### config.mk
export PLATFORM = sky130hd
export DESIGN_NAME = scope_select_dash_control
export DESIGN_NICKNAME = d
export VERILOG_FILES = /design/src/hdl/scope_sel_pkg.sv /design/src/hdl/scope_select_dash_control.sv
export SDC_FILE = /design/constraint.sdc
export NUM_CORES = 1
export LEC_CHECK = 0
export BUFFER_PORTS_ARGS = -buffer_cell sky130_fd_sc_hd__buf_2
export CORE_ASPECT_RATIO = 0.8
export CORE_MARGIN = 2
export CORE_UTILIZATION = 35
export CTS_CLUSTER_SIZE = 24
export DETAILED_ROUTE_END_ITERATION = 7
export PLACE_DENSITY_LB_ADDON = 0.12
export SLEW_MARGIN = 10
export SYNTH_ARGS = -nofsm -noshare
export SYNTH_HDL_FRONTEND = slang
export SYNTH_SLANG_ARGS = --single-unit
### constraint.sdc
create_clock -name i_clk_sys -period 3 [get_ports i_clk_sys]
set_input_delay 0.3 -clock i_clk_sys [delete_from_list [all_inputs] [get_ports i_clk_sys]]
set_output_delay 0.3 -clock i_clk_sys [all_outputs]
set_load 0.02 [all_outputs]
### src/hdl/scope_sel_pkg.sv
// constants, field layouts and carriers for the scope select / dash block
// assumes a single 125 MHz system clock and strobes synchronous to it
//
// Function
// - phase one with phase_one_strobe captures the command word into staging.
// - scope_choice is eight bits, loaded only when take bit 8 is high.
// - scope_allowance is eight bits, loaded only when privilege bit 16 set.
// - both load at phase two with load, select_load_enable and own bit.
// - drawing_directive loads at phase two with load and directive_load_enable.
// - directive holds z/select controls, take, targets, blink, line type, dash.
// - directive target bits load only when the word's take bit is high.
// - other directive bits are set or cleared individually, J-K style.
// - saved_value_lines carry either choice/allowance or the directive.
// - choice and allowance are one bit per scope.
// - choice is compared against allowance to detect a violation.
// - the violation flag is returned to the command source.
// - blinking gates off all selection in the off half of 5 Hz cycle.
// - active selection and dash code load at phase three with its strobe.
// - a dash pattern after a move starts with a full visible segment.
// - per-line restart resets counters each line, else only on moves.
// - pattern count freezes between lines, advances only while intensified.
// - pattern timebase is 160 MHz divided to 20 MHz then 5 MHz.
// - short, long or short-long-short chosen by variant and dash enable.
// - ten-part cycle; toggle flip-flop flips after parts per wired code.
// - timebase halves for each halving of beam velocity.
// - extent classes set velocity: normal, half, quarter, eighth.
// - intensity level code 0..3 stands for 0, -1, -2, -3 volts.
package scope_sel_pkg;

  // ==========================================================
  // command word and scope registers
  localparam int WORD_W        = 18;
  localparam int SCOPE_N       = 8;
  localparam int SEL_TAKE_BIT  = 8;
  localparam int PRIVILEGE_TAKE_BIT_BIT      = 16;
  localparam int LINE_W        = 12;

  // ==========================================================
  // drawing_directive field positions
  localparam int DIR_Z_TO_SCOPE   = 0;
  localparam int DIR_SEL_TO_SCOPE = 1;
  localparam int DIR_SEL_TO_MINOR = 2;
  localparam int DIR_TAKE         = 3;
  localparam int DIR_TARGET_LSB   = 4;
  localparam int DIR_BLINK        = 12;
  localparam int DIR_LINE_TYPE    = 13;
  localparam int DIR_DASH_EN      = 14;
  localparam int DIR_VARIANT      = 15;
  localparam logic [WORD_W-1:0] DIR_JK_MASK     = 18'h0F00F;
  localparam logic [WORD_W-1:0] DIR_TARGET_MASK = 18'h00FF0;
  localparam logic [WORD_W-1:0] DIR_RESET       = 18'h00000;
  localparam logic [SCOPE_N-1:0] SCOPE_RESET    = 8'h00;

  // ==========================================================
  // timing
  localparam int unsigned CLK_HZ   = 125_000_000;
  localparam int unsigned CLK_MHZ  = 125;
  localparam int unsigned BLINK_HZ = 5;
  localparam int unsigned BLINK_HALF_CYC = CLK_HZ / (2 * BLINK_HZ);
  localparam int unsigned OSC_MHZ  = 160;
  localparam int unsigned DIV_HI   = 8;
  localparam int unsigned DIV_LO   = 4;
  localparam int unsigned TICK_CYC = (CLK_MHZ * DIV_HI * DIV_LO) / OSC_MHZ;
  localparam logic [3:0]  PARTS_LAST = 4'h9;

  // ==========================================================
  // velocity class thresholds, fractions of screen width
  localparam int unsigned SCREEN_W = 4096;
  localparam logic [LINE_W-1:0] EXT_HALF    = 12'(SCREEN_W / 64);
  localparam logic [LINE_W-1:0] EXT_QUARTER = 12'(SCREEN_W / 128);
  localparam logic [LINE_W-1:0] EXT_EIGHTH  = 12'(SCREEN_W / 256);

  // ==========================================================
  // wired dash codes: bit p set flips the toggle after part p
  localparam logic [9:0] PAT_SHORT = 10'h3FF;
  localparam logic [9:0] PAT_LONG  = 10'h210;
  localparam logic [9:0] PAT_SLS   = 10'h273;

  // ==========================================================
  // carriers
  typedef struct packed {
    logic [WORD_W-1:0] set_bits;
    logic [WORD_W-1:0] clr_bits;
  } cmd_t;

  typedef struct packed {
    logic variant;
    logic enable;
  } dash_code_t;

  typedef enum logic [1:0] {
    VEL_NORMAL  = 2'b00,
    VEL_HALF    = 2'b01,
    VEL_QUARTER = 2'b10,
    VEL_EIGHTH  = 2'b11
  } vel_class_t;

endpackage

### src/hdl/scope_select_dash_control.sv
// scope selection, scope_allowance check, blink and dash pattern logic
// assumes phase pulses and strobes synchronous to i_clk_sys
`timescale 1ns/1ps
module scope_select_dash_control
#(
  parameter int unsigned BLINK_HALF_CYC = scope_sel_pkg::BLINK_HALF_CYC
)
(
  // clock and reset
  input  wire logic                      i_clk_sys,
  input  wire logic                      i_rst_b,
  // command cable
  input  wire scope_sel_pkg::cmd_t       i_cmd,
  input  wire logic                      i_ph1,
  input  wire logic                      i_ph2,
  input  wire logic                      i_ph3,
  input  wire logic                      i_phase_one_strobe,
  input  wire logic                      i_phase_three_strobe,
  input  wire logic                      i_load,
  input  wire logic                      i_select_load_enable,
  input  wire logic                      i_directive_load_enable,
  input  wire logic                      i_save_directive,
  // line drawing
  input  wire logic                      i_move,
  input  wire logic                      i_line_start,
  input  wire logic                      i_intensify,
  input  wire logic [11:0]               i_line_extent,
  input  wire logic                      i_restart_segment_each_line,
  // results
  output logic [17:0]                    o_saved_value_lines,
  output logic [17:0]                    o_directive,
  output logic                           o_selection_violation_flag,
  output logic [7:0]                     o_scope_select,
  output logic                           o_dash_visible,
  output logic [1:0]                     o_short_line_intensity_level
);

  // ==========================================================
  // functions
  function automatic logic [9:0] pat_mask(input scope_sel_pkg::dash_code_t c);
    logic [9:0] m;
    m = 10'h000;
    unique case ({c.enable, c.variant})
      2'b10:   m = scope_sel_pkg::PAT_SHORT;
      2'b11:   m = scope_sel_pkg::PAT_SLS;
      2'b01:   m = scope_sel_pkg::PAT_LONG;
      2'b00:   m = 10'h000;
    endcase
    return m;
  endfunction

  function automatic scope_sel_pkg::vel_class_t vel_class(
    input logic [11:0] ext);
    scope_sel_pkg::vel_class_t v;
    v = scope_sel_pkg::VEL_EIGHTH;
    if (ext >= scope_sel_pkg::EXT_HALF)
      v = scope_sel_pkg::VEL_NORMAL;
    else if (ext >= scope_sel_pkg::EXT_QUARTER)
      v = scope_sel_pkg::VEL_HALF;
    else if (ext >= scope_sel_pkg::EXT_EIGHTH)
      v = scope_sel_pkg::VEL_QUARTER;
    return v;
  endfunction

  // ==========================================================
  // state
  scope_sel_pkg::cmd_t        stage_r;
  logic [7:0]                 choice_r;
  logic [7:0]                 allow_r;
  logic [17:0]                dir_r;
  logic [17:0]                dir_nxt;
  logic [7:0]                 active_r;
  logic [7:0]                 scope_out_r;
  scope_sel_pkg::dash_code_t  dash_r;
  logic                       viol_r;
  logic [17:0]                saved_r;
  logic [23:0]                blink_cnt_r;
  logic                       blink_off_r;
  scope_sel_pkg::vel_class_t  vclass_r;
  logic [7:0]                 pre_cnt_r;
  logic [3:0]                 part_r;
  logic                       vis_r;

  // ==========================================================
  // decode of loads and staged bits
  wire logic        cap_w     = i_ph1 & i_phase_one_strobe;
  wire logic        ld_sp_w   = i_ph2 & i_load & i_select_load_enable;
  wire logic        ld_dir_w  = i_ph2 & i_load & i_directive_load_enable;
  wire logic        ld_act_w  = i_ph3 & i_phase_three_strobe;
  wire logic        sel_take_w = stage_r.set_bits[scope_sel_pkg::SEL_TAKE_BIT];
  wire logic        privilege_take_bit_w    = stage_r.set_bits[scope_sel_pkg::PRIVILEGE_TAKE_BIT_BIT];
  wire logic        dir_take_w = stage_r.set_bits[scope_sel_pkg::DIR_TAKE];
  wire logic [17:0] j_w       = stage_r.set_bits;
  wire logic [17:0] k_w       = stage_r.clr_bits;

  // J-K update of control bits, targets gated by take
  wire logic [17:0] jk_w      = (j_w & ~dir_r) | (~k_w & dir_r);
  wire logic [17:0] tgt_w     = dir_take_w ? j_w : dir_r;
  assign dir_nxt = (jk_w & scope_sel_pkg::DIR_JK_MASK) |
                   (tgt_w & scope_sel_pkg::DIR_TARGET_MASK);

  // scope_allowance check, one bit per scope
  wire logic        viol_w    = |(choice_r & ~allow_r);

  // blink gate from the directive blink bit
  wire logic        blink_en_w = dir_r[scope_sel_pkg::DIR_BLINK];
  wire logic        blink_gate_w = blink_en_w & blink_off_r;
  wire logic        blink_wrap_w =
    (blink_cnt_r == 24'(BLINK_HALF_CYC - 1));

  // dash timebase, stretched per velocity class
  wire logic [7:0]  pre_lim_w =
    8'((scope_sel_pkg::TICK_CYC << vclass_r) - 1);
  // a slower class left by the last line must not run the count past wrap
  wire logic        tick_w    = i_intensify & (pre_cnt_r >= pre_lim_w);
  wire logic [9:0]  onehot_w  = 10'(10'h001 << part_r);
  wire logic        flip_w    = |(onehot_w & pat_mask(dash_r));
  wire logic        ctr_rst_w = i_move |
    (i_line_start & i_restart_segment_each_line);
  wire logic        dashed_w  = dash_r.enable | dash_r.variant;

  // saved view selection
  wire logic [17:0] save_w = i_save_directive ? dir_r :
                             {2'b00, allow_r, choice_r};

  // ==========================================================
  // input staging
  always_ff @(posedge i_clk_sys or negedge i_rst_b)
  begin
    if (!i_rst_b)
      stage_r <= '0;
    else if (cap_w)
      stage_r <= i_cmd;
  end

  // ==========================================================
  // scope choice and allowance
  always_ff @(posedge i_clk_sys or negedge i_rst_b)
  begin
    if (!i_rst_b)
    begin
      choice_r <= scope_sel_pkg::SCOPE_RESET;
      allow_r  <= scope_sel_pkg::SCOPE_RESET;
    end
    else
    begin
      if (ld_sp_w & sel_take_w)
        choice_r <= stage_r.set_bits[7:0];
      if (ld_sp_w & privilege_take_bit_w)
        allow_r <= stage_r.set_bits[7:0];
    end
  end

  // ==========================================================
  // directive register
  always_ff @(posedge i_clk_sys or negedge i_rst_b)
  begin
    if (!i_rst_b)
      dir_r <= scope_sel_pkg::DIR_RESET;
    else if (ld_dir_w)
      dir_r <= dir_nxt;
  end

  // ==========================================================
  // violation flag and saved view
  always_ff @(posedge i_clk_sys or negedge i_rst_b)
  begin
    if (!i_rst_b)
    begin
      viol_r  <= 1'b0;
      saved_r <= '0;
    end
    else
    begin
      viol_r  <= viol_w;
      saved_r <= save_w;
    end
  end

  // ==========================================================
  // blink timer, free running half periods
  always_ff @(posedge i_clk_sys or negedge i_rst_b)
  begin
    if (!i_rst_b)
    begin
      blink_cnt_r <= 24'h000000;
      blink_off_r <= 1'b0;
    end
    else if (blink_wrap_w)
    begin
      blink_cnt_r <= 24'h000000;
      blink_off_r <= ~blink_off_r;
    end
    else
      blink_cnt_r <= blink_cnt_r + 24'h000001;
  end

  // ==========================================================
  // phase three output stage and blink gating
  always_ff @(posedge i_clk_sys or negedge i_rst_b)
  begin
    if (!i_rst_b)
    begin
      active_r    <= scope_sel_pkg::SCOPE_RESET;
      dash_r      <= '0;
      scope_out_r <= scope_sel_pkg::SCOPE_RESET;
    end
    else
    begin
      if (ld_act_w)
      begin
        active_r       <= choice_r;
        dash_r.enable  <= dir_r[scope_sel_pkg::DIR_DASH_EN];
        dash_r.variant <= dir_r[scope_sel_pkg::DIR_VARIANT];
      end
      scope_out_r <= blink_gate_w ? 8'h00 : active_r;
    end
  end

  // ==========================================================
  // velocity class caught at line start
  always_ff @(posedge i_clk_sys or negedge i_rst_b)
  begin
    if (!i_rst_b)
      vclass_r <= scope_sel_pkg::VEL_NORMAL;
    else if (i_line_start)
      vclass_r <= vel_class(i_line_extent);
  end

  // ==========================================================
  // dash prescaler, part counter and toggle
  always_ff @(posedge i_clk_sys or negedge i_rst_b)
  begin
    if (!i_rst_b)
    begin
      pre_cnt_r <= 8'h00;
      part_r    <= 4'h0;
      vis_r     <= 1'b1;
    end
    else if (ctr_rst_w)
    begin
      pre_cnt_r <= 8'h00;
      part_r    <= 4'h0;
      vis_r     <= 1'b1;
    end
    else if (!dashed_w)
      vis_r <= 1'b1;
    else if (i_intensify)
    begin
      if (tick_w)
      begin
        pre_cnt_r <= 8'h00;
        part_r    <= (part_r == scope_sel_pkg::PARTS_LAST) ? 4'h0 :
                     part_r + 4'h1;
        vis_r     <= vis_r ^ flip_w;
      end
      else
        pre_cnt_r <= pre_cnt_r + 8'h01;
    end
  end

  // ==========================================================
  // outputs straight from flip-flops
  assign o_saved_value_lines          = saved_r;
  assign o_directive                  = dir_r;
  assign o_selection_violation_flag   = viol_r;
  assign o_scope_select               = scope_out_r;
  assign o_dash_visible               = vis_r;
  assign o_short_line_intensity_level = vclass_r;
endmodule

==> impl_metrics.env <==
export IMPL_dr_pass1_iters=4
export IMPL_synth_simple_area_share=0.108
export IMPL_vias=3897
export IMPL_synth_ff_type="dfrtp_1"
export IMPL_dieArea_sq_mm=0.0173
export IMPL_ant_nets=0
export IMPL_ys_ff_latch=132
export IMPL_core_area_sq_mm=0.0159
export IMPL_cap_violations=0
export IMPL_cp_arrival_ns=3.01
export IMPL_ir_worst_vdd_mv=0.464
export IMPL_wl_mm=12.3
export IMPL_wl_per_cell_um=15.2
export IMPL_htreeDepth=4
export IMPL_slowest_delay_ns=0.46
export IMPL_rsz0062_at_grt="false"
export IMPL_synthXorXnorAreaFrac=0.0354
export IMPL_cp_slowest_cell="a2111o_1"
export IMPL_cts_buffers=17
export IMPL_post_layout_nonfiller_instances=807
export IMPL_slew_headroom=0.563
export IMPL_yosysWarnings=0
export IMPL_ys_seq_area_frac=0.581
export IMPL_first_global_vias=3970
export IMPL_layout_commonest_cell="dfrtp_1"
export IMPL_netlist_area_sq_mm=0.00568
export IMPL_status="completed"
export IMPL_die_w_um=146
export IMPL_finalSetupTns_ns=0
export IMPL_required_ns=3.33
export IMPL_cts_tree="yes"
export IMPL_cts_num_sinks=132
export IMPL_synthMuxAreaShare=0.119
export IMPL_fin_area_sq_mm=0.00703
export IMPL_cts_repair_resized=0
export IMPL_r2r_slack_ns=0.32
export IMPL_p_per_area_mw_per_mm2=796
export IMPL_worstHoldPathType="in -> reg"
export IMPL_avgSynthCellArea_sq_um=12.1
export IMPL_final_setup_worst_slack_ns=0.318
export IMPL_start_kind="flop"
export IMPL_antenna_found_initial=2
export IMPL_start_util=0.359
export IMPL_routabilityCongestion=0.770
export IMPL_drt_iter0_markers=199
export IMPL_final_min_clock_period_ns=2.68
export IMPL_grt_max_degree=67
export IMPL_finalHoldViolCount=0
export IMPL_portBuffers=91
export IMPL_std_cell_rows=41
export IMPL_overflow=0
export IMPL_cp_cell_sequence="inv_1, ha_1, inv_1, ha_1, nand2b_4, a2111o_1, a2111oi_4, buf_4, o21ai_1, a21oi_1"
export IMPL_critical_path_class="reg -> reg"
export IMPL_grt_pass1_wl_mm=20.5
export IMPL_mostFrequentLayoutCells="dfrtp_1 (131), buf_2 (90), mux2_2 (59)"
export IMPL_power_leakage_nw=3.20
export IMPL_synth_top_family_by_area="multiplexers"
export IMPL_cts_root_buf="clkbuf_16"
export IMPL_finalCritPeriodShare=0.894
export IMPL_layout_drive_gt1_share=0.332
export IMPL_worst_pin_slew_ns=0.655
export IMPL_end_kind="flop"
export IMPL_dpl_cell_area_sq_mm=0.00641
export IMPL_finClkSkew_ns=0.00860
export IMPL_cts_reportedPaths_clkPinSlew_ns=0.06
export IMPL_synth_distinct_cells=52
export IMPL_dp_slack_ns=0.147
export IMPL_clk_path_buf_depth=2
export IMPL_gr_usage_all_layers=0.152
export IMPL_area_delta_synth_final_pct=23.6
export IMPL_synth_edff_count=0
export IMPL_drc_errors=0
export IMPL_die_h_um=118
export IMPL_synthArstFlopShare=1.00
export IMPL_synthAdderAreaFrac=0.0308
export IMPL_clock_fmax_mhz=373
export IMPL_syn_inst=471
export IMPL_ioPinCount=111
export IMPL_slew_violations=0
export IMPL_nets=655
export IMPL_dp_cells=771
export IMPL_routed_via_density=4.83
export IMPL_setup_violations=0
export IMPL_synth_compound_area_share=0.0973
export IMPL_dp_hpwl_mm=8.63
export IMPL_critPathMaxFanout=8
export IMPL_clkLatencyLatePin_ns=0.41
-- path summary, 6_finish.rpt --
kind / endpoint / depth (start not counted) / startpoint
setup / recovery: pre_cnt_r[7] / 10 / o_short_line_intensity_level[1]
hold / removal: o_short_line_intensity_level[1] / 2 / i_line_extent[5]
setup reg to reg: pre_cnt_r[7] / 10 / o_short_line_intensity_level[1]
hold reg to reg: o_directive[15] / 1 / k_w[15]
max in group asynchronous: o_dash_visible / 3 / i_rst_b
min in group asynchronous: o_short_line_intensity_level[0] / 2 / i_rst_b
-- metrics by stage --
step            util  hold slack [ns]  power [W]
3_5_place_dp   0.404            0.334    0.00359
5_1_grt        0.443           0.0691    0.00591
4_1_cts        0.442           0.0667    0.00569
6_report       0.443           0.0889    0.00559
2_1_floorplan      -          0.00441    0.00310
3_3_place_gp   0.404            0.321    0.00358
-- state kept, by name (all words and copies together) (netlist names), 2 cells and up, named ones only --
signal                        cells
blink_cnt_r                      24
j_w                              17
o_saved_value_lines              16
active_r                          8
allow_r                           8
choice_r                          8
k_w                               8
o_directive                       8
o_scope_select                    8
pre_cnt_r                         8
part_r                            4
dash_r                            2
o_short_line_intensity_level      2
-- cell usage after synthesis, types with 2 or more instances --
master / n / area share
nor4_1: 5 / 0.0055
o21ai_0: 23 / 0.020
a2111o_1: 2 / 0.0040
buf_4: 4 / 0.0053
nand3_1: 9 / 0.0079
nor3_1: 6 / 0.0053
nand2_1: 35 / 0.023
o211a_1: 2 / 0.0035
o21a_1: 2 / 0.0026
mux2_2: 59 / 0.12
nor2b_1: 3 / 0.0033
xor2_1: 13 / 0.020
and2_1: 8 / 0.0088
a2111oi_0: 2 / 0.0031
nand2b_1: 2 / 0.0022
nor4b_1: 2 / 0.0031
nor2_1: 24 / 0.016
o211ai_1: 5 / 0.0066
xnor2_1: 10 / 0.015
nand4_1: 12 / 0.013
ha_1: 14 / 0.031
or3_1: 6 / 0.0066
and3_1: 2 / 0.0022
a21oi_1: 19 / 0.017
dfrtp_1: 131 / 0.58
and4_1: 2 / 0.0031
a31oi_1: 8 / 0.0088
o22ai_1: 7 / 0.0077
clkbuf_1: 10 / 0.0066
inv_1: 22 / 0.015
-- layer usage --
layer  part of all wire  track usage
met3              0.058       0.0640
met2               0.45        0.231
met1               0.48        0.202
met5                  0            0
met4             0.0081       0.0382
-- what timing repair did --
action	CTS	global route
hold buffers	1	0
setup buffers	0	2
endpoints found under the setup margin	0	3
hold endpoints to repair	64	0
-- cells by family after synthesis --
| group | Yosys count |
|---|---|
| DFF | 132 |
| other | 1 |
| xor gates and xnor gates | 23 |
| muxes | 60 |
| adders and majority gates | 14 |
| buffers and inverters | 37 |
| and+or+nand+nor | 121 |
| AOI/OAI and AO/OA | 83 |
-- layout make-up --
type                    instances  area [sq um]
well taps                     215           269
multi-input cells             305          2230
diodes                          1          2.50
inverters                      22          82.6
clock buffers                  19           443
flip-flops and latches        132          3300
clock inverters                13           146
repair buffers                100           544
fillers                      1504          8820
-- worst max-delay path, delay by kind of cell (launching register included) --
kind | cells | cell delay (ns)
simple gates | 1 | 0.14
flops | 1 | 0.41
compound gates | 4 | 1.19
buf+inv | 3 | 0.42
fa+ha+maj | 2 | 0.45
-- where the power goes --
| part | switching [W] | total (W) | internal, W | leakage, nW |
|---|---|---|---|---|
| clock | 0.000799 | 0.00206 | 0.00126 | 0.279 |
| combinational | 0.000633 | 0.00109 | 0.000459 | 1.28 |
| sequential | 0.000273 | 0.00245 | 0.00217 | 1.64 |
| total | 0.00170 | 0.00559 | 0.00389 | 3.20 |
Power figures use the tool's default switching activity.
